File: config.mk
export PLATFORM = sky130hd
export DESIGN_NAME = bct_core
export DESIGN_NICKNAME = d
export VERILOG_FILES = /design/src/bct_pkg.sv /design/src/bct_sync.sv /design/src/bct_core.sv
export VERILOG_INCLUDE_DIRS = /design/src
export SDC_FILE = /design/constraint.sdc
export NUM_CORES = 1
export LEC_CHECK = 0
export BUFFER_PORTS_ARGS = -buffer_cell sky130_fd_sc_hd__buf_2
export CORE_UTILIZATION = 35
export DETAILED_ROUTE_END_ITERATION = 16
export MAX_ROUTING_LAYER = met4
export SLEW_MARGIN = 20
export SYNTH_ARGS = -nofsm -noshare
export SYNTH_HDL_FRONTEND = slang
export SYNTH_SLANG_ARGS = --single-unit
File: constraint.sdc
create_clock -name clk -period 3.96 [get_ports clk]
set_input_delay 0.198 -clock clk [delete_from_list [all_inputs] [get_ports clk]]
set_output_delay 0.198 -clock clk [all_outputs]
set_load 0.03 [all_outputs]
File: src/bct_defs.svh
// Purpose: Constants for the bus cycle termination block
// Assumes: One core clock; all bus logic works on its falling edge
// Notes:   Included by the core; the package does not include it
// How it works
// - Wait states in S4 until termination seen
// - Read data latched one edge after acknowledge
// - Termination inputs sampled on falling clock edge
// - Acknowledge alone ends cycle normally
// - Halt with acknowledge ends, then waits release
// - Bus fault without halt starts fault exception
// - Fault plus halt ends cycle, then retries
// - Fault released before halt reruns the cycle
// - Wrong release order traps through vector zero
// - Late halt release may stretch next cycle
// - Lingering fault ends next cycle as fault
// - Exactly one of normal, exception, halted
// - Stop enters quiet substate without bus use
// - Interrupt, fault, reset, traps enter exception
// - Fault during fault exception halts the core
// - Only reset leaves the halted state
`ifndef BCT_DEFS_SVH
`define BCT_DEFS_SVH

`define BCT_CLK_PERIOD_NS 100
`define BCT_ADDR_W        32
`define BCT_DATA_W        16
`define BCT_FC_W          3
`define BCT_VEC_W         8
`define BCT_VEC_ILLEGAL   8'h00
`define BCT_VEC_BUS_FAULT 8'h02

`endif

File: src/bct_pkg.sv
// Purpose: Types shared by the bus cycle termination block
// Assumes: Encodings are local to this block
// Notes:   Bus states run Gray along the usual path up to ENDC
package bct_pkg;

  // Bus cycle states; ADDR, STRB, DLAT and ENDC take one clock each
  typedef enum logic [2:0] {
    ST_IDLE = 3'h0,
    ST_ADDR = 3'h1,
    ST_STRB = 3'h3,
    ST_WAIT = 3'h2,
    ST_DLAT = 3'h6,
    ST_ENDC = 3'h7,
    ST_HOLD = 3'h5
  } bct_bus_e;

  // Processing state of the core
  typedef enum logic [1:0] {
    PR_NORMAL = 2'h0,
    PR_EXCEPT = 2'h1,
    PR_HALTED = 2'h3
  } bct_proc_e;

  // How a cycle ended
  typedef enum logic [2:0] {
    TM_NORMAL  = 3'h0,
    TM_HALT    = 3'h1,
    TM_BERR    = 3'h3,
    TM_RETRY   = 3'h2,
    TM_ILLEGAL = 3'h6
  } bct_term_e;

endpackage : bct_pkg

File: src/bct_sync.sv
// Purpose: Two-stage falling-edge synchroniser for a group of pins
// Assumes: Inputs have no phase relation to clk
// Notes:   First stage feeds only the second stage
`timescale 1ns/1ns
`default_nettype none

module bct_sync #(
  parameter int W       = 1,
  parameter bit RST_ONE = 1'b0
) (
  input  wire logic         clk,
  input  wire logic         rst,
  input  wire logic [W-1:0] async_in,
  output logic      [W-1:0] sync_out
);

  typedef struct packed {
    logic [W-1:0] s2;
    logic [W-1:0] s1;
  } bct_sync_s;

  bct_sync_s r;
  bct_sync_s n;

  // Shift one stage per falling edge
  always_comb begin
    n    = r;
    n.s1 = async_in;
    n.s2 = r.s1;
  end

  // Falling edge keeps the sample point of the pins
  always_ff @(negedge clk or posedge rst) begin
    if (rst) begin
      r <= {2 * W{RST_ONE}};
    end else begin
      r <= n;
    end
  end

  assign sync_out = r.s2;

endmodule : bct_sync

`default_nettype wire

File: src/bct_core.sv
// Purpose: Decide how each bus cycle ends and track processing state
// Assumes: Core microcode issues cycles and handles exception stacking
// Notes:   All state moves on the falling edge of clk
`timescale 1ns/1ns
`default_nettype none
`include "bct_defs.svh"

module bct_core #(
  parameter int          AW           = `BCT_ADDR_W,
  parameter int          DW           = `BCT_DATA_W,
  parameter logic [7:0]  VEC_BUS_FAULT = `BCT_VEC_BUS_FAULT
) (
  input  wire logic                  clk,
  input  wire logic                  rst,
  input  wire logic                  transfer_ack_n,
  input  wire logic                  bus_fault_n,
  input  wire logic                  halt_request_n,
  input  wire logic [DW-1:0]         data_pin,
  input  wire logic                  cyc_req,
  input  wire logic [AW-1:0]         cyc_addr,
  input  wire logic [`BCT_FC_W-1:0]  cyc_fc,
  input  wire logic                  cyc_read,
  input  wire logic                  cyc_word,
  output logic                       cyc_ready,
  output logic                       cyc_done,
  output logic [2:0]                 cyc_status,
  output logic [DW-1:0]              rd_data,
  output logic                       addr_strobe_n,
  output logic [AW-1:0]              bus_addr,
  output logic [`BCT_FC_W-1:0]       bus_fc,
  output logic                       bus_read,
  output logic                       bus_word,
  input  wire logic                  exc_req,
  input  wire logic [`BCT_VEC_W-1:0] exc_req_vec,
  input  wire logic                  exc_done,
  input  wire logic                  stop_exec,
  output logic                       exc_start,
  output logic [`BCT_VEC_W-1:0]      exc_vector,
  output logic [1:0]                 proc_state,
  output logic                       stopped
);

  typedef struct packed {
    bct_pkg::bct_bus_e      st;
    bct_pkg::bct_proc_e     proc;
    bct_pkg::bct_term_e     kind;
    bct_pkg::bct_term_e     status;
    logic                   stopped;
    logic                   berr_gone;
    logic                   exc_berr;
    logic                   as_n;
    logic                   done;
    logic                   exc_start;
    logic [`BCT_VEC_W-1:0]  exc_vec;
    logic [AW-1:0]          addr;
    logic [`BCT_FC_W-1:0]   fc;
    logic                   rd;
    logic                   wd;
    logic [DW-1:0]          data;
  } bct_core_s;

  bct_core_s r;
  bct_core_s n;

  logic [2:0]    ctl_s;
  logic [DW-1:0] data_s;
  logic          ack_w;
  logic          berr_w;
  logic          halt_w;

  // Control pins idle high, so their stages reset to ones
  bct_sync #(
    .W       (3),
    .RST_ONE (1'b1)
  ) u_ctl_sync (
    .clk      (clk),
    .rst      (rst),
    .async_in ({halt_request_n, bus_fault_n, transfer_ack_n}),
    .sync_out (ctl_s)
  );

  // Data gets the same delay so it stays aligned with acknowledge
  bct_sync #(
    .W       (DW),
    .RST_ONE (1'b0)
  ) u_data_sync (
    .clk      (clk),
    .rst      (rst),
    .async_in (data_pin),
    .sync_out (data_s)
  );

  // Asserted levels as seen internally
  assign ack_w  = ~ctl_s[0];
  assign berr_w = ~ctl_s[1];
  assign halt_w = ~ctl_s[2];

  // New cycles wait while halt lingers, stretching the next cycle
  assign cyc_ready = (r.st == bct_pkg::ST_IDLE) && !halt_w
                     && (r.proc != bct_pkg::PR_HALTED) && !r.stopped;

  // Bus cycle sequencing and termination decision
  always_comb begin
    n           = r;
    n.done      = 1'b0;
    n.exc_start = 1'b0;
    unique case (r.st)
      bct_pkg::ST_IDLE: begin
        if (cyc_ready && cyc_req) begin
          n.addr = cyc_addr;
          n.fc   = cyc_fc;
          n.rd   = cyc_read;
          n.wd   = cyc_word;
          n.st   = bct_pkg::ST_ADDR;
        end
      end
      bct_pkg::ST_ADDR: begin
        n.as_n = 1'b0;
        n.st   = bct_pkg::ST_STRB;
      end
      bct_pkg::ST_STRB: begin
        n.st = bct_pkg::ST_WAIT;
      end
      bct_pkg::ST_WAIT: begin
        // Fault with halt wins, then fault, then acknowledge
        if (berr_w && halt_w) begin
          n.kind = bct_pkg::TM_RETRY;
          n.as_n = 1'b1;
          n.st   = bct_pkg::ST_ENDC;
        end else if (berr_w) begin
          n.kind = bct_pkg::TM_BERR;
          n.as_n = 1'b1;
          n.st   = bct_pkg::ST_ENDC;
        end else if (ack_w) begin
          n.kind = halt_w ? bct_pkg::TM_HALT : bct_pkg::TM_NORMAL;
          n.st   = bct_pkg::ST_DLAT;
        end
        // Halt alone keeps waiting: a later fault makes it a retry
      end
      bct_pkg::ST_DLAT: begin
        if (r.rd) begin
          n.data = data_s;
        end
        n.as_n = 1'b1;
        n.st   = bct_pkg::ST_ENDC;
      end
      bct_pkg::ST_ENDC: begin
        n.berr_gone = 1'b0;
        if (r.kind == bct_pkg::TM_HALT || r.kind == bct_pkg::TM_RETRY) begin
          n.st = bct_pkg::ST_HOLD;
        end else begin
          n.done   = 1'b1;
          n.status = r.kind;
          n.st     = bct_pkg::ST_IDLE;
        end
      end
      bct_pkg::ST_HOLD: begin
        // Fault must be seen released a clock before halt
        n.berr_gone = r.berr_gone | ~berr_w;
        if (!halt_w) begin
          if (r.kind == bct_pkg::TM_HALT) begin
            n.done   = 1'b1;
            n.status = bct_pkg::TM_HALT;
            n.st     = bct_pkg::ST_IDLE;
          end else if (r.berr_gone) begin
            n.st   = bct_pkg::ST_ADDR;
          end else begin
            n.done   = 1'b1;
            n.status = bct_pkg::TM_ILLEGAL;
            n.st     = bct_pkg::ST_IDLE;
          end
        end
      end
      default: begin
        n.as_n = 1'b1;
        n.st   = bct_pkg::ST_IDLE;
      end
    endcase

    // Processing state; halted is left only through rst
    if (r.proc == bct_pkg::PR_HALTED) begin
      n.proc = bct_pkg::PR_HALTED;
    end else if (n.done && n.status == bct_pkg::TM_BERR) begin
      if (r.proc == bct_pkg::PR_EXCEPT && r.exc_berr) begin
        n.proc = bct_pkg::PR_HALTED;
      end else begin
        n.proc      = bct_pkg::PR_EXCEPT;
        n.exc_start = 1'b1;
        n.exc_vec   = VEC_BUS_FAULT;
        n.exc_berr  = 1'b1;
        n.stopped   = 1'b0;
      end
    end else if (n.done && n.status == bct_pkg::TM_ILLEGAL) begin
      n.proc      = bct_pkg::PR_EXCEPT;
      n.exc_start = 1'b1;
      n.exc_vec   = `BCT_VEC_ILLEGAL;
      n.exc_berr  = 1'b0;
      n.stopped   = 1'b0;
    end else if (exc_req && r.proc == bct_pkg::PR_NORMAL) begin
      n.proc      = bct_pkg::PR_EXCEPT;
      n.exc_start = 1'b1;
      n.exc_vec   = exc_req_vec;
      n.exc_berr  = 1'b0;
      n.stopped   = 1'b0;
    end else if (exc_done && r.proc == bct_pkg::PR_EXCEPT) begin
      n.proc     = bct_pkg::PR_NORMAL;
      n.exc_berr = 1'b0;
    end else if (stop_exec && r.proc == bct_pkg::PR_NORMAL
                 && r.st == bct_pkg::ST_IDLE) begin
      n.stopped = 1'b1;
    end
  end

  // Reset puts the core into reset exception processing
  always_ff @(negedge clk or posedge rst) begin
    if (rst) begin
      r      <= '0;
      r.proc <= bct_pkg::PR_EXCEPT;
      r.as_n <= 1'b1;
    end else begin
      r <= n;
    end
  end

  // Outputs straight from state flip-flops
  assign cyc_done      = r.done;
  assign cyc_status    = r.status;
  assign rd_data       = r.data;
  assign addr_strobe_n = r.as_n;
  assign bus_addr      = r.addr;
  assign bus_fc        = r.fc;
  assign bus_read      = r.rd;
  assign bus_word      = r.wd;
  assign exc_start     = r.exc_start;
  assign exc_vector    = r.exc_vec;
  assign proc_state    = r.proc;
  assign stopped       = r.stopped;

  // Checks on the falling edge, quiet in reset
  wait_hold_a: assert property (
    @(negedge clk) disable iff (rst)
    (r.st == bct_pkg::ST_WAIT && !ack_w && !berr_w)
      |=> (r.st == bct_pkg::ST_WAIT && !r.as_n))
    else $error("wait state left without termination");

  data_latch_a: assert property (
    @(negedge clk) disable iff (rst)
    (r.st == bct_pkg::ST_DLAT && r.rd) |=> (rd_data == $past(data_s)))
    else $error("read data not latched after acknowledge");

  normal_end_a: assert property (
    @(negedge clk) disable iff (rst)
    (r.st == bct_pkg::ST_WAIT && ack_w && !berr_w && !halt_w)
      |=> r.st == bct_pkg::ST_DLAT ##1 r.st == bct_pkg::ST_ENDC
      ##1 (cyc_done && cyc_status == bct_pkg::TM_NORMAL))
    else $error("normal end not reported in three edges");

  halt_hold_a: assert property (
    @(negedge clk) disable iff (rst)
    (r.st == bct_pkg::ST_HOLD && halt_w) |=> (r.st == bct_pkg::ST_HOLD && !cyc_done))
    else $error("held cycle left while halt asserted");

  fault_end_a: assert property (
    @(negedge clk) disable iff (rst)
    (r.st == bct_pkg::ST_WAIT && berr_w && !halt_w)
      |=> r.st == bct_pkg::ST_ENDC
      ##1 (cyc_done && cyc_status == bct_pkg::TM_BERR))
    else $error("bus fault end not reported");

  retry_hold_a: assert property (
    @(negedge clk) disable iff (rst)
    (r.st == bct_pkg::ST_WAIT && berr_w && halt_w)
      |=> r.st == bct_pkg::ST_ENDC ##1 r.st == bct_pkg::ST_HOLD)
    else $error("retry did not hold the bus");

  rerun_same_a: assert property (
    @(negedge clk) disable iff (rst)
    (r.st == bct_pkg::ST_HOLD && r.kind == bct_pkg::TM_RETRY && r.berr_gone && !halt_w)
      |=> (r.st == bct_pkg::ST_ADDR && $stable(bus_addr) && $stable(bus_fc)
           && $stable(bus_read) && $stable(bus_word)))
    else $error("rerun did not repeat the cycle");

  illegal_vec_a: assert property (
    @(negedge clk) disable iff (rst)
    (r.st == bct_pkg::ST_HOLD && r.kind == bct_pkg::TM_RETRY && !r.berr_gone
     && !halt_w && r.proc != bct_pkg::PR_HALTED)
      |=> (exc_start && exc_vector == `BCT_VEC_ILLEGAL))
    else $error("illegal release did not trap to vector zero");

  one_state_a: assert property (
    @(negedge clk) disable iff (rst)
    (r.proc == bct_pkg::PR_NORMAL || r.proc == bct_pkg::PR_EXCEPT
     || r.proc == bct_pkg::PR_HALTED) && !(r.stopped && r.proc != bct_pkg::PR_NORMAL))
    else $error("processing state code invalid");

  stop_quiet_a: assert property (
    @(negedge clk) disable iff (rst)
    (stopped && r.st == bct_pkg::ST_IDLE) |=> (r.st == bct_pkg::ST_IDLE && addr_strobe_n))
    else $error("bus cycle started while stopped");

  double_fault_a: assert property (
    @(negedge clk) disable iff (rst)
    (r.proc == bct_pkg::PR_EXCEPT && r.exc_berr && n.done && n.status == bct_pkg::TM_BERR)
      |=> (proc_state == bct_pkg::PR_HALTED && !exc_start))
    else $error("second bus fault did not halt");

  halted_stay_a: assert property (
    @(negedge clk) disable iff (rst)
    (r.proc == bct_pkg::PR_HALTED) |=> (r.proc == bct_pkg::PR_HALTED && !cyc_ready))
    else $error("halted state left without reset");

endmodule : bct_core

`default_nettype wire

==> results.py <==
metrics = {
    "layout": {
        "mostFrequentLayoutCell": "buf_2",
        "fillers": 1184,
        "final_cell_mix": "139 x buf_2, 107 x dfrtn_1, 27 x mux2_2, 27 x mux2_1, 18 x clkbuf_16",
        "multiInputGateArea_um2": 1207,
        "layout.cells.non_filler": 629,
        "fin_util_pct": 45.73,
        "drive_gt1_share_pct": 49.23,
        "final-seq-area_um2": 2888,
        "fin_nets": 516,
        "area_delta_synth_final_pct": 25.25,
        "antenna_cells": 0,
    },
    "routing": {
        "vias": 2844,
        "drtAntennaViolNets": 0,
        "drt_wl_total_um": 8559,
        "wl_per_cell_um": 13.61,
        "drcViolationCount": 0,
        "firstDrtPassIters": 4,
        "vias_per_cell": 4.521,
        "drtIter0Drc": 151,
    },
    "timing": {
        "slew_headroom_pct": 69.26,
        "setup_viol": 0,
        "tightest_slew_ps": 460.1,
        "hold_violations": 0,
        "rsz0062_at_grt": "false",
        "final_max_slew_viol_count": 0,
        "timing.setup.tns_ps": 0,
        "clock_skew_ps": 54.92,
    },
    "hold_path": {
        "hold_depth": 0,
        "whs_endpoint": "u_data_sync.sync_out[6]",
        "hold_class": "reg2reg",
        "worstHoldStart": "u_data_sync.n[22]",
    },
    "power": {
        "p_leak_uw": 0.002934,
        "design_power_total_uw": 5360,
        "switching_power_uw": 1895,
        "switching_share_pct": 35.36,
        "power_frac_clock_pct": 32.5,
        "comb_power_share_pct": 33.3,
        "ir_worst_vdd_mv": 0.3881,
        "p_int_uw": 3465,
        "powerDensity_nw_per_um2": 914.0,
        "p_seq_share_pct": 34.1,
    },
    "critical_path": {
        "crit_path_end_kind": "output pin",
        "ff2ff_path_depth": 8,
        "critPathTopFamily": "flip-flops",
        "cp_num_buf_inv": 2,
        "path_class": "reg2out",
        "rrSetupSlack_ps": 1600,
        "startpoint": "u_ctl_sync.sync_out[2]",
        "cp_max_fo": 7,
        "cp-start-kind": "flip-flop",
        "crit_path_cell_trace": "inv_1 -> nor4b_4 -> buf_4",
        "r2r_start": "r[71]",
        "r2r_end": "exc_vector[2]",
        "cp_slowest_stage_delay_ps": 570,
        "crit_slowest_cell": "dfstp_2",
        "required_ps": 3760,
        "cp.arrival_ps": 3640,
    },
    "grt": {
        "grt_pass1_wl_um": 14320,
        "grt_pass1_vias": 2912,
        "antenna_found_initial": 0,
        "grt-ovfl-total": 0,
        "grt_max_degree": 48,
        "grt_usage_pct": 13.91,
    },
    "floorplan": {
        "io_pins": 141,
        "initial_core_util_pct": 36.51,
        "die_area_um2": 13840,
        "die_w_um": 117.7,
        "chipHeight_um": 117.7,
        "rows": 41,
        "core_um2": 12820,
    },
    "clocking": {
        "clk_pin_slew_ps": 40,
        "clockRootBuffer": "clkbuf_16",
        "cts_tree": "yes",
        "holdBufCountCts": 0,
        "cts.sinks": 115,
        "cts_buffers": 17,
        "clockBufferDepth": 2,
        "htreeDepth": 4,
        "clk_latency_ps": 430,
    },
    "synthesis": {
        "ys_seq_elements": 115,
        "synth_top_area_share_pct": 57.19,
        "synth_edf_count": 0,
        "ys_types": 44,
        "syn_inst": 343,
        "ys_warn_count": 0,
        "yosys.area.top_type": "dfrtn_1",
        "syn_area_per_cell_um2": 13.65,
        "synthFlopType": "dfrtn_1",
        "synth_area_leaders": "dfrtn_1 57%, buf_4 10%, mux2_1 6.5%",
        "yosysSeqAreaShare_pct": 61.68,
        "postSynth.asyncResetShare_pct": 100.0,
        "syn-num-nets": 415,
        "synth_area_um2": 4682,
    },
    "placement": {
        "hpwl_um": 6110,
        "portBuffers": 140,
        "place_congestion": 0.8700,
        "dp.cells": 588,
    },
    "flow_run": {
        "max-cap-violations": 0,
    },
    "run_status": {
        "outcome": "completed",
    },
}
==> final cells by class <==
class	instances	area share [%]
clock buffers	24	8.748
clock inverters	16	3.328
inverters	9	0.6401
multi-input cells	144	20.59
flip-flops and latches	115	49.24
well taps	172	3.670
repair buffers	149	13.78
==> worst max-delay path by stage <==
stage	endpoint	slack (ps)	cells after the start
3_3_place_gp	cyc_ready	520	3
6_report	cyc_ready	120	3
2_1_floorplan	asynchronous set/reset pin	490	1
3_5_place_dp	cyc_ready	490	3
5_1_grt	cyc_ready	20	3
4_1_cts	cyc_ready	70	3
==> per-layer routing <==
metal	track usage [%]	part of all wire, %	up-vias
met2	20.88	48	129
met3	6.250	7.8	9
met5	-	0	-
li1	-	-	1321
met4	5.529	1.1	0
met1	16.19	43	1385
==> kinds of logic after synthesis <==
logic type	count (synthesis)	share of synthesized area (%)
AO/OA/AOI/OAI	44	6.761
adder cells (fa/ha/maj)	2	0.5344
buffers and inverters	84	12.59
flip-flops	115	61.68
multiplexers	55	13.20
AND/OR/NAND/NOR	43	5.238
==> Yosys cell counts, types with 2 or more instances <==
cell,count
buf_2,6
and2_1,2
nand4b_1,2
o211ai_1,2
nand2_1,12
inv_1,9
mux2_2,27
buf_4,65
dfrtn_1,107
nor2b_1,2
a22o_1,7
nand3_1,6
buf_6,3
o22ai_1,3
nand2b_1,2
dfstp_2,8
nand3b_1,2
mux2_1,27
a31oi_1,2
nor2_1,7
o21ai_0,10
a21oi_1,9
ha_1,2
==> per-stage QoR <==
step	hold WS, ps	setup WS, ps	area [um^2]
3_3_place_gp	293.0	517.1	5142
2_1_floorplan	291.7	492.3	4686
4_1_cts	295.1	72.15	5847
6_report	293.8	120.3	5864
3_5_place_dp	295.2	486.7	5142
5_1_grt	301.5	24.44	5864
==> power by group through the flow <==
| stage | registers, uW | logic [uW] | clock network [uW] |
|---|---|---|---|
| final | 1830 | 1790 | 1740 |
| after global routing | 1880 | 1910 | 1870 |
| after CTS | 1840 | 1780 | 1790 |
| after detailed placement | 1860 | 1770 | 14.0 |
| after global placement | 1830 | 1750 | 14.0 |
| after floorplan | 1810 | 1720 | 14.0 |
==> timing repair <==
action | in CTS | in global routing
setup buffers | 0 | 2
gates resized for setup | 0 | 2
endpoints found under the setup margin | 0 | 1
hold endpoints to repair | 0 | 0
==> state kept, by name (all words and copies together), names as in the netlist, named ones only <==
signal and flops:
cyc_done 1, bus_addr 32, bus_read 1, exc_start 1
stopped 1, r 6, u_data_sync.sync_out 16, addr_strobe_n 1
bus_fc 3, u_data_sync.n 16, bus_word 1, rd_data 16
u_ctl_sync.sync_out 3, u_ctl_sync.n 3, exc_vector 8, cyc_status 3
proc_state 2
Note: power is estimated with default switching activity, not from simulation.
